===== config.mk =====
export PLATFORM = sky130hd
export DESIGN_NAME = two_wire_slave
export DESIGN_NICKNAME = d
export VERILOG_FILES = /design/src/twi_pkg.sv /design/src/two_wire_slave.sv
export SDC_FILE = /design/constraint.sdc
export NUM_CORES = 1
export LEC_CHECK = 0
export BUFFER_PORTS_ARGS = -buffer_cell sky130_fd_sc_hd__buf_2
export CAP_MARGIN = 15
export CORE_ASPECT_RATIO = 0.5
export CORE_MARGIN = 3
export CORE_UTILIZATION = 45
export CTS_BUF_LIST = sky130_fd_sc_hd__clkbuf_2
export CTS_CLUSTER_DIAMETER = 150
export CTS_CLUSTER_SIZE = 25
export DETAILED_ROUTE_END_ITERATION = 8
export PLACE_DENSITY = 0.72
export SYNTH_ARGS = -nofsm -noshare
export SYNTH_HDL_FRONTEND = slang
export SYNTH_SLANG_ARGS = --single-unit

===== constraint.sdc =====
create_clock -name clk_sys -period 6.9 [get_ports clk_sys]
set_clock_uncertainty 0.05 [all_clocks]
set_input_delay 0.69 -clock clk_sys [delete_from_list [all_inputs] [get_ports clk_sys]]
set_output_delay 0.69 -clock clk_sys [all_outputs]
set_load 0.02 [all_outputs]

===== src/twi_pkg.sv =====
// constants, codes and states of the two-wire slave block
// What this block does
// - general call data NACKed reports 0x98
// - general call data ACKed reports 0x90
// - STOP or repeated START while addressed: 0xA0
// - begin request sends START once bus free
// - back in idle, own and enabled GC recognised
// - seven-bit address upper bits, GC by LSB
// - read bit enters transmit, else receive
// - address matched sets flag with valid code
// - lost arbitration then read reports 0xB0
// - ack enable cleared: last byte, 0xC0/0xC8
// - after last byte ignore master, release data
// - ack enable low isolates, bus still watched
// - in sleep still acknowledge matching address
// - sleep match wakes, holds clock until cleared
// - data register not updated during sleep
// - own address data NACKed reports 0x88
package twi_pkg;
	localparam logic [7:0] ADDR_OWN   = 8'h00;
	localparam logic [7:0] ADDR_CTRL  = 8'h04;
	localparam logic [7:0] ADDR_STAT  = 8'h08;
	localparam logic [7:0] ADDR_DATA  = 8'h0C;
	localparam logic [7:0] ADDR_ISTAT = 8'h10;
	localparam logic [7:0] ADDR_ICLR  = 8'h14;
	localparam logic [7:0] ADDR_IEN   = 8'h18;
	localparam logic [2:0] R_OWN = 3'h0, R_CTRL = 3'h1, R_STAT = 3'h2, R_DATA = 3'h3;
	localparam logic [2:0] R_ISTAT = 3'h4, R_ICLR = 3'h5, R_IEN = 3'h6, R_NONE = 3'h7;
	localparam int B_INT = 7, B_EA = 6, B_STA = 5, B_STO = 4, B_WC = 3, B_EN = 2, B_IE = 0;
	localparam int EV_FLAG = 0, EV_STOP = 1, EV_WAKE = 2, EV_W = 3;
	localparam logic [7:0] OWN_RESET  = 8'h00;
	localparam logic [7:0] DATA_RESET = 8'hFF;
	localparam logic [6:0] GEN_CALL_ADDR = 7'h00;
	localparam logic [7:0] SR_ADDR = 8'h60, SR_ADDR_AL = 8'h68, SR_GC = 8'h70, SR_GC_AL = 8'h78;
	localparam logic [7:0] SR_DATA_ACK = 8'h80, SR_DATA_NACK = 8'h88;
	localparam logic [7:0] SR_GC_ACK = 8'h90, SR_GC_NACK = 8'h98, SR_STOP = 8'hA0;
	localparam logic [7:0] ST_ADDR = 8'hA8, ST_ADDR_AL = 8'hB0, ST_ACK = 8'hB8;
	localparam logic [7:0] ST_NACK = 8'hC0, ST_LAST = 8'hC8, NO_INFO = 8'hF8;
	localparam logic [2:0] CNT_LAST = 3'h7;
	localparam int CLK_PERIOD_NS = 50;
	localparam int T_START_NS = 4000;
	localparam int START_CYC = (T_START_NS + CLK_PERIOD_NS - 1) / CLK_PERIOD_NS;
	localparam logic [7:0] START_LAST = 8'(START_CYC - 1);
	typedef enum logic [2:0] {S_IDLE, S_ADDR, S_ADDR_ACK, S_RX, S_RX_ACK, S_TX, S_TX_ACK, S_HOLD} st_t;
endpackage : twi_pkg


===== src/two_wire_slave.sv =====
// slave receive/transmit engine of the two-wire interface with APB registers
`timescale 1ns/1ps
`default_nettype none
module two_wire_slave
	import twi_pkg::*;
(
	// clock and reset
	input  wire logic        clk_sys,
	input  wire logic        rst,
	// apb slave
	input  wire logic        psel,
	input  wire logic        penable,
	input  wire logic        pwrite,
	input  wire logic [7:0]  paddr,
	input  wire logic [31:0] pwdata,
	output logic      [31:0] prdata,
	output logic             pready,
	output logic             pslverr,
	// bus pins, open drain
	input  wire logic        scl_in,
	output logic             scl_out,
	output logic             scl_oe,
	input  wire logic        sda_in,
	output logic             sda_out,
	output logic             sda_oe,
	// system side
	input  wire logic        sleep_mode,
	input  wire logic        lost_arb,
	output logic             wake_req,
	output logic             irq
);
	function automatic logic [2:0] dec(input logic [7:0] a);
		if (a == ADDR_OWN) dec = R_OWN;
		else if (a == ADDR_CTRL) dec = R_CTRL;
		else if (a == ADDR_STAT) dec = R_STAT;
		else if (a == ADDR_DATA) dec = R_DATA;
		else if (a == ADDR_ISTAT) dec = R_ISTAT;
		else if (a == ADDR_ICLR) dec = R_ICLR;
		else if (a == ADDR_IEN) dec = R_IEN;
		else dec = R_NONE;
	endfunction : dec

	// pin synchronisers
	logic scl_meta, scl_s, scl_d, sda_meta, sda_s, sda_d;
	always_ff @(posedge clk_sys or posedge rst)
	begin
		if (rst)
		begin
			scl_meta <= 1'b1;
			scl_s    <= 1'b1;
			scl_d    <= 1'b1;
			sda_meta <= 1'b1;
			sda_s    <= 1'b1;
			sda_d    <= 1'b1;
		end
		else
		begin
			scl_meta <= scl_in;
			scl_s    <= scl_meta;
			scl_d    <= scl_s;
			sda_meta <= sda_in;
			sda_s    <= sda_meta;
			sda_d    <= sda_s;
		end
	end

	logic rise, fall, start_det, stop_det;
	assign rise      = scl_s & ~scl_d;
	assign fall      = ~scl_s & scl_d;
	assign start_det = scl_s & scl_d & sda_d & ~sda_s;
	assign stop_det  = scl_s & scl_d & ~sda_d & sda_s;

	st_t         state, next_state, after_st, next_after_st;
	logic [2:0]  cnt, next_cnt;
	logic [7:0]  shreg, next_shreg, code, next_code, own, next_own, data, next_data;
	logic [7:0]  gen_cnt, next_gen_cnt;
	logic [EV_W-1:0] istat, next_istat, ien, next_ien;
	logic [31:0] next_prdata;
	logic irq_flag, next_irq_flag, ea, next_ea, sta, next_sta, sto, next_sto;
	logic wc, next_wc, en, next_en, ie, next_ie;
	logic selected, next_selected, gc, next_gc, slot, next_slot, ack_now, next_ack_now;
	logic tx_last, next_tx_last, sda_drv, next_sda_drv, start_pend, next_start_pend;
	logic bus_free, next_bus_free, gen_act, next_gen_act, wake, next_wake;

	logic       wr, rd_setup, hit, m_own, m_gc, clr_flag, sta_after;
	logic [2:0] wsel;
	logic [7:0] nb, ctrl_rd;
	logic [EV_W-1:0] ev;

	assign ctrl_rd = {irq_flag, ea, sta, sto, wc, en, 1'b0, ie};
	assign wsel    = dec(paddr);
	assign wr      = psel & penable & pwrite;
	assign rd_setup = psel & ~penable & ~pwrite;
	assign nb      = {shreg[6:0], sda_s};
	assign m_own   = nb[7:1] == own[7:1];
	assign m_gc    = (nb[7:1] == GEN_CALL_ADDR) & own[0];
	// ack enable gates recognition; bus is still sampled while isolated
	assign hit     = en & ea & (m_own | m_gc);

	always_comb
	begin
		next_state = state;
		next_after_st = after_st;
		next_cnt = cnt;
		next_shreg = shreg;
		next_code = code;
		next_own = own;
		next_data = data;
		next_gen_cnt = gen_cnt;
		next_irq_flag = irq_flag;
		next_ea = ea;
		next_sta = sta;
		next_sto = sto;
		next_wc = wc;
		next_en = en;
		next_ie = ie;
		next_ien = ien;
		next_selected = selected;
		next_gc = gc;
		next_slot = slot;
		next_ack_now = ack_now;
		next_tx_last = tx_last;
		next_sda_drv = sda_drv;
		next_start_pend = start_pend;
		next_bus_free = bus_free;
		next_gen_act = gen_act;
		next_wake = wake;
		next_prdata = prdata;
		clr_flag = 1'b0;
		sta_after = sta;
		ev = '0;
		// register writes take effect in the access phase
		if (wr)
		begin
			if (wsel == R_OWN) next_own = pwdata[7:0];
			else if (wsel == R_CTRL)
			begin
				next_ea = pwdata[B_EA];
				next_sta = pwdata[B_STA];
				next_sto = pwdata[B_STO];
				next_en = pwdata[B_EN];
				next_ie = pwdata[B_IE];
				clr_flag = pwdata[B_INT];
				sta_after = pwdata[B_STA];
			end
			else if (wsel == R_DATA)
			begin
				if (irq_flag) next_data = pwdata[7:0];
				next_wc = ~irq_flag;
			end
			else if (wsel == R_IEN) next_ien = pwdata[EV_W-1:0];
		end
		if (clr_flag)
		begin
			next_irq_flag = 1'b0;
			next_wake = 1'b0;
			// leaving a slave state for unaddressed mode with begin set
			if (sta_after && (state == S_IDLE || (state == S_HOLD && after_st == S_IDLE)))
				next_start_pend = 1'b1;
		end
		if (stop_det) next_bus_free = 1'b1;
		if (start_det) next_bus_free = 1'b0;
		case (state)
			S_ADDR: if (rise)
			begin
				next_shreg = nb;
				next_cnt = cnt + 3'h1;
				if (cnt == CNT_LAST)
				begin
					next_state = hit ? S_ADDR_ACK : S_IDLE;
					next_gc = ~m_own;
				end
			end
			S_ADDR_ACK: if (fall)
			begin
				next_slot = ~slot;
				next_sda_drv = ~slot;
				if (slot)
				begin
					next_irq_flag = 1'b1;
					ev[EV_FLAG] = 1'b1;
					next_selected = 1'b1;
					next_state = S_HOLD;
					next_after_st = shreg[0] ? S_TX : S_RX;
					if (sleep_mode)
					begin
						next_wake = 1'b1;
						ev[EV_WAKE] = 1'b1;
					end
					if (shreg[0]) next_code = lost_arb ? ST_ADDR_AL : ST_ADDR;
					else if (gc) next_code = lost_arb ? SR_GC_AL : SR_GC;
					else next_code = lost_arb ? SR_ADDR_AL : SR_ADDR;
				end
			end
			S_RX: if (rise)
			begin
				next_shreg = nb;
				next_cnt = cnt + 3'h1;
				if (cnt == CNT_LAST)
				begin
					next_state = S_RX_ACK;
					next_ack_now = ea;
				end
			end
			S_RX_ACK: if (fall)
			begin
				next_slot = ~slot;
				next_sda_drv = ~slot & ack_now;
				if (slot)
				begin
					next_irq_flag = 1'b1;
					ev[EV_FLAG] = 1'b1;
					// in sleep mode the byte register is left as it was
					if (!sleep_mode) next_data = shreg;
					next_state = S_HOLD;
					next_after_st = ack_now ? S_RX : S_IDLE;
					if (gc) next_code = ack_now ? SR_GC_ACK : SR_GC_NACK;
					else next_code = ack_now ? SR_DATA_ACK : SR_DATA_NACK;
				end
			end
			S_TX: if (fall)
			begin
				next_cnt = cnt + 3'h1;
				next_shreg = {shreg[6:0], 1'b1};
				next_sda_drv = ~shreg[6];
				if (cnt == CNT_LAST)
				begin
					next_state = S_TX_ACK;
					next_sda_drv = 1'b0;
				end
			end
			S_TX_ACK:
			begin
				if (rise)
				begin
					next_ack_now = ~sda_s;
					if (sda_s) next_code = ST_NACK;
					else next_code = tx_last ? ST_LAST : ST_ACK;
				end
				if (fall)
				begin
					next_irq_flag = 1'b1;
					ev[EV_FLAG] = 1'b1;
					next_state = S_HOLD;
					// after the last byte the master only clocks in ones
					next_after_st = (ack_now && !tx_last) ? S_TX : S_IDLE;
				end
			end
			S_HOLD: if (!irq_flag)
			begin
				next_state = after_st;
				next_cnt = '0;
				if (after_st == S_IDLE) next_selected = 1'b0;
				if (after_st == S_TX)
				begin
					next_shreg = data;
					next_sda_drv = ~data[7];
					next_tx_last = ~ea;
				end
			end
			default: ;
		endcase
		// a START restarts address reception, a STOP ends everything
		if (start_det || stop_det)
		begin
			if (selected)
			begin
				next_code = SR_STOP;
				next_irq_flag = 1'b1;
				ev[EV_STOP] = 1'b1;
				ev[EV_FLAG] = 1'b1;
			end
			next_selected = 1'b0;
			next_state = start_det ? S_ADDR : S_IDLE;
			next_after_st = S_IDLE;
			next_cnt = '0;
			next_slot = 1'b0;
			next_sda_drv = 1'b0;
		end
		// own START generation once the bus is free
		if (gen_act)
		begin
			next_gen_cnt = gen_cnt + 8'h01;
			if (gen_cnt == START_LAST)
			begin
				next_gen_act = 1'b0;
				next_start_pend = 1'b0;
				next_sta = 1'b0;
			end
		end
		else if (start_pend && bus_free && state == S_IDLE)
		begin
			next_gen_act = 1'b1;
			next_gen_cnt = '0;
		end
		next_istat = (istat & ~((wr && wsel == R_ICLR) ? pwdata[EV_W-1:0] : '0)) | ev;
		if (rd_setup)
		begin
			next_prdata = '0;
			if (wsel == R_OWN) next_prdata[7:0] = own;
			else if (wsel == R_CTRL) next_prdata[7:0] = ctrl_rd;
			else if (wsel == R_STAT) next_prdata[7:0] = irq_flag ? code : NO_INFO;
			else if (wsel == R_DATA) next_prdata[7:0] = data;
			else if (wsel == R_ISTAT) next_prdata[EV_W-1:0] = istat;
			else if (wsel == R_IEN) next_prdata[EV_W-1:0] = ien;
		end
	end

	always_ff @(posedge clk_sys or posedge rst)
	begin
		if (rst)
		begin
			state <= S_IDLE;
			after_st <= S_IDLE;
			cnt <= '0;
			shreg <= '0;
			code <= NO_INFO;
			own <= OWN_RESET;
			data <= DATA_RESET;
			gen_cnt <= '0;
			istat <= '0;
			ien <= '0;
			prdata <= '0;
			irq_flag <= 1'b0;
			ea <= 1'b0;
			sta <= 1'b0;
			sto <= 1'b0;
			wc <= 1'b0;
			en <= 1'b0;
			ie <= 1'b0;
			selected <= 1'b0;
			gc <= 1'b0;
			slot <= 1'b0;
			ack_now <= 1'b0;
			tx_last <= 1'b0;
			sda_drv <= 1'b0;
			start_pend <= 1'b0;
			bus_free <= 1'b1;
			gen_act <= 1'b0;
			wake <= 1'b0;
		end
		else
		begin
			state <= next_state;
			after_st <= next_after_st;
			cnt <= next_cnt;
			shreg <= next_shreg;
			code <= next_code;
			own <= next_own;
			data <= next_data;
			gen_cnt <= next_gen_cnt;
			istat <= next_istat;
			ien <= next_ien;
			prdata <= next_prdata;
			irq_flag <= next_irq_flag;
			ea <= next_ea;
			sta <= next_sta;
			sto <= next_sto;
			wc <= next_wc;
			en <= next_en;
			ie <= next_ie;
			selected <= next_selected;
			gc <= next_gc;
			slot <= next_slot;
			ack_now <= next_ack_now;
			tx_last <= next_tx_last;
			sda_drv <= next_sda_drv;
			start_pend <= next_start_pend;
			bus_free <= next_bus_free;
			gen_act <= next_gen_act;
			wake <= next_wake;
		end
	end

	// open drain: only ever pull low, never drive high
	assign scl_out  = 1'b0;
	assign sda_out  = 1'b0;
	assign scl_oe   = (state == S_HOLD) & irq_flag;
	assign sda_oe   = sda_drv | gen_act;
	assign pready   = 1'b1;
	assign pslverr  = psel & penable & (wsel == R_NONE);
	assign wake_req = wake;
	assign irq      = (|(istat & ien)) | (irq_flag & ie);
endmodule : two_wire_slave
`default_nettype wire


==> flow_summary.ini <==
[layout]
num-fill-cells = 946
regArea_um2 = 2177
drive_gt1_share_pct = 20.98
antenna_cells = 0
multi_input_area_um2 = 2422
nets = 576
syn_to_final_growth_pct = 6.549

[worst_setup_path]
setup.worst_path.start = state[1]
cp_max_fo = 32
setup.worst_path.end_class = output pin
worst-path-buf-inv = 1
reg2reg_from = state[1]
crit_type = flop to output pin
crit_slowest_cell = dfrtp_1
crit_chain = nand3_1 -> nor2_1 -> buf_2
worstRegToRegCells = 6
crit_family = simple AND/OR/NAND/NOR gates
path_depth = 3
reg2reg_slack_ns = 4.13
max_stage_delay_ns = 1.01
start_kind = flop
crit_arrival_ns = 2.88
crit_required_ns = 6.16

[power_and_ir_drop]
cellPowerDensity_nw_per_um2 = 204.5
ir_drop_mv = 0.08168
p_leak_nw = 2.306

[logic_synthesis]
synthTopCellsByCount = dfrtp_1, nand2_1, nor2_1, a21oi_1, buf_4
synth_warnings = 0
yosys.area.top_type = dfrtp_1
synth_edf_count = 0
ys_top_cells_by_area = dfrtp_1, dfstp_2, buf_4
ys_ff_latch = 86
synth_top_area_share_pct = 33.90
async_reset_ff_share_pct = 100.0
syn_area_um2 = 4872
synth_cell_type_count = 70
synth_ff_type = dfrtp_1
yosysMostFrequentCell = dfrtp_1
syn_avg_cell_area_um2 = 9.783
ys_seq_area_share_pct = 44.68
synthCells = 498

[clock_network]
cts_tree = built
cts_buffer_depth = 2
postCtsHoldBufs = 0
ctsResizeCount = 0
cts.clk_slew.worst_paths_ns = 0.24
htree_num_levels = 3
clk_latency_ns = 0.61
clock-root-buffer = clkbuf_2
post_cts_buffers = 0
cts_buffers = 9
clock-sinks = 86

[sta]
slew_headroom_pct = 26.91
tightest_slew_ns = 1.090
final.setup.tns_ns = 0
grt_setup_unrepaired = false
finalCritPeriodShare_pct = 52.49
setup_ws_ns = 3.278
fin_crit_ns = 3.622
setup_viol = 0
hold_viol_final = 0
maxSlewViolCount = 0
clock.fmax_mhz = 276.1

[detailed_routing]
wl_um = 10940
drc_errors = 0
antenna_left = 0
wl_per_cell_um = 16.35
viasPerCell = 5.770
num_vias = 3860
first_pass_iters = 5
drtIter0Drc = 280

[grt]
antenna_found_initial = 0
grt_usage_pct = 18.27
grt_pass1_vias = 3497
grt_max_degree = 87
grt_pass1_wl_um = 17860
grt.overflow.total = 0

[floorplanning]
dieArea_um2 = 12190
io_pins = 89
start_util_pct = 46.95
fp.dieW_um = 153.2
coreArea_um2 = 10380
num_rows = 26
fp.dieH_um = 79.58

[worst_hold_path]
whs_path_depth = 1
hp-class = input pin to flop
min_from = sda_in

[placed_design]
place_hpwl_um = 7640
gp_congestion = 0.8868
port_buffers = 37
dpl_worst_slack_ns = 3.738

[outcome]
status = finished, final reports clean

[flow_run]
maxCapViolations = 0
==> worst register-to-register path, delay by kind of cell, from the launching register on <==
family	cells	cell delay (ns)
buf+inv	1	0.22
flops	1	1.01
compound gates	2	0.25
simple gates	3	1.17
==> cell type report <==
type / instances / share of cell area [%]
inverters: 9 / 0.6749
well taps: 140 / 3.374
clock buffers: 9 / 0.8677
repair buffers: 42 / 4.724
multi-input cells: 376 / 46.66
flip-flops and latches: 86 / 41.94
clock inverters: 7 / 1.759
==> path summary, 6_finish.rpt <==
kind	end
min in group asynchronous	own[1]
worst min register to register	scl_s
worst max-delay path	scl_oe
max in group asynchronous	scl_meta
worst min-delay path	sda_meta
worst max register to register	shreg[0]
==> through the flow <==
stage / std cells / power, mW / util [%] / hold WS, ns / cell area [um^2]
after floorplan: 523 / 0.7451 / - / 0.2952 / 4966
after global placement: 651 / 0.7716 / 48.35 / 0.2965 / 5017
after detailed placement: 651 / 0.7784 / 48.35 / 0.2993 / 5017
after CTS: 667 / 1.069 / 49.66 / 0.08397 / 5154
after global routing: 669 / 1.125 / 50.02 / 0.06734 / 5191
final: 669 / 1.062 / 50.02 / 0.1204 / 5191
==> routing by layer <==
layer  routed length (um)  up-vias  GRT usage, %  share of wire, %
met2                 4739      166         27.63                43
met3                  694       22         3.790               6.3
met1                 5286     1866         26.42                48
li1                     -     1806             -                 -
met5                    0        -             0                 0
met4                  218        0         5.867               2.0
==> where the power goes <==
part / switching (mW) / internal [mW]
sequential: 0.0581 / 0.552
clock: 0.196 / 0.0925
combinational: 0.0903 / 0.0732
==> state kept, by name (all words and copies together) (netlist names), 8 cells and up <==
name	count
code	8
gen_cnt	8
data	8
own	8
shreg	8
prdata	8
==> logic make-up (layout without fill, tap and decap cells) <==
group                    after synthesis  after routing  share of synthesized area [%]
AO/OA/AOI/OAI                        122            122                          16.56
multiplexers                          40             40                          9.887
XOR/XNOR                              11             11                          1.977
buffers and inverters                 61             67                          7.627
flip-flops                            86             86                          44.68
other                                  2             27                         0.1541
adder cells (fa/ha/maj)                4              4                         0.9760
AND/OR/NAND/NOR                      172            172                          18.13
==> cell usage in the layout, fill, tap and decap left out, types with 4 or more instances in the layout <==
| master | instances |
|---|---|
| a21oi_1 | 34 |
| a22o_1 | 10 |
| a311oi_1 | 5 |
| and2_1 | 5 |
| and3_1 | 6 |
| buf_2 | 37 |
| clkbuf_2 | 9 |
| conb_1 | 27 |
| dfrtp_1 | 66 |
| dfstp_2 | 20 |
| inv_1 | 8 |
| mux2_2 | 15 |
| mux2i_1 | 20 |
| mux4_2 | 5 |
| nand2_1 | 54 |
| nand2b_1 | 7 |
| nand3_1 | 13 |
| nand3b_1 | 6 |
| nand4_1 | 4 |
| nor2_1 | 37 |
| nor2b_1 | 9 |
| nor3_1 | 5 |
| nor4_1 | 5 |
| o21a_1 | 4 |
| o21ai_0 | 20 |
| o21ai_1 | 6 |
| o22ai_1 | 4 |
| xnor2_1 | 5 |
| xor2_1 | 6 |
(Power assumes the default switching activity.)
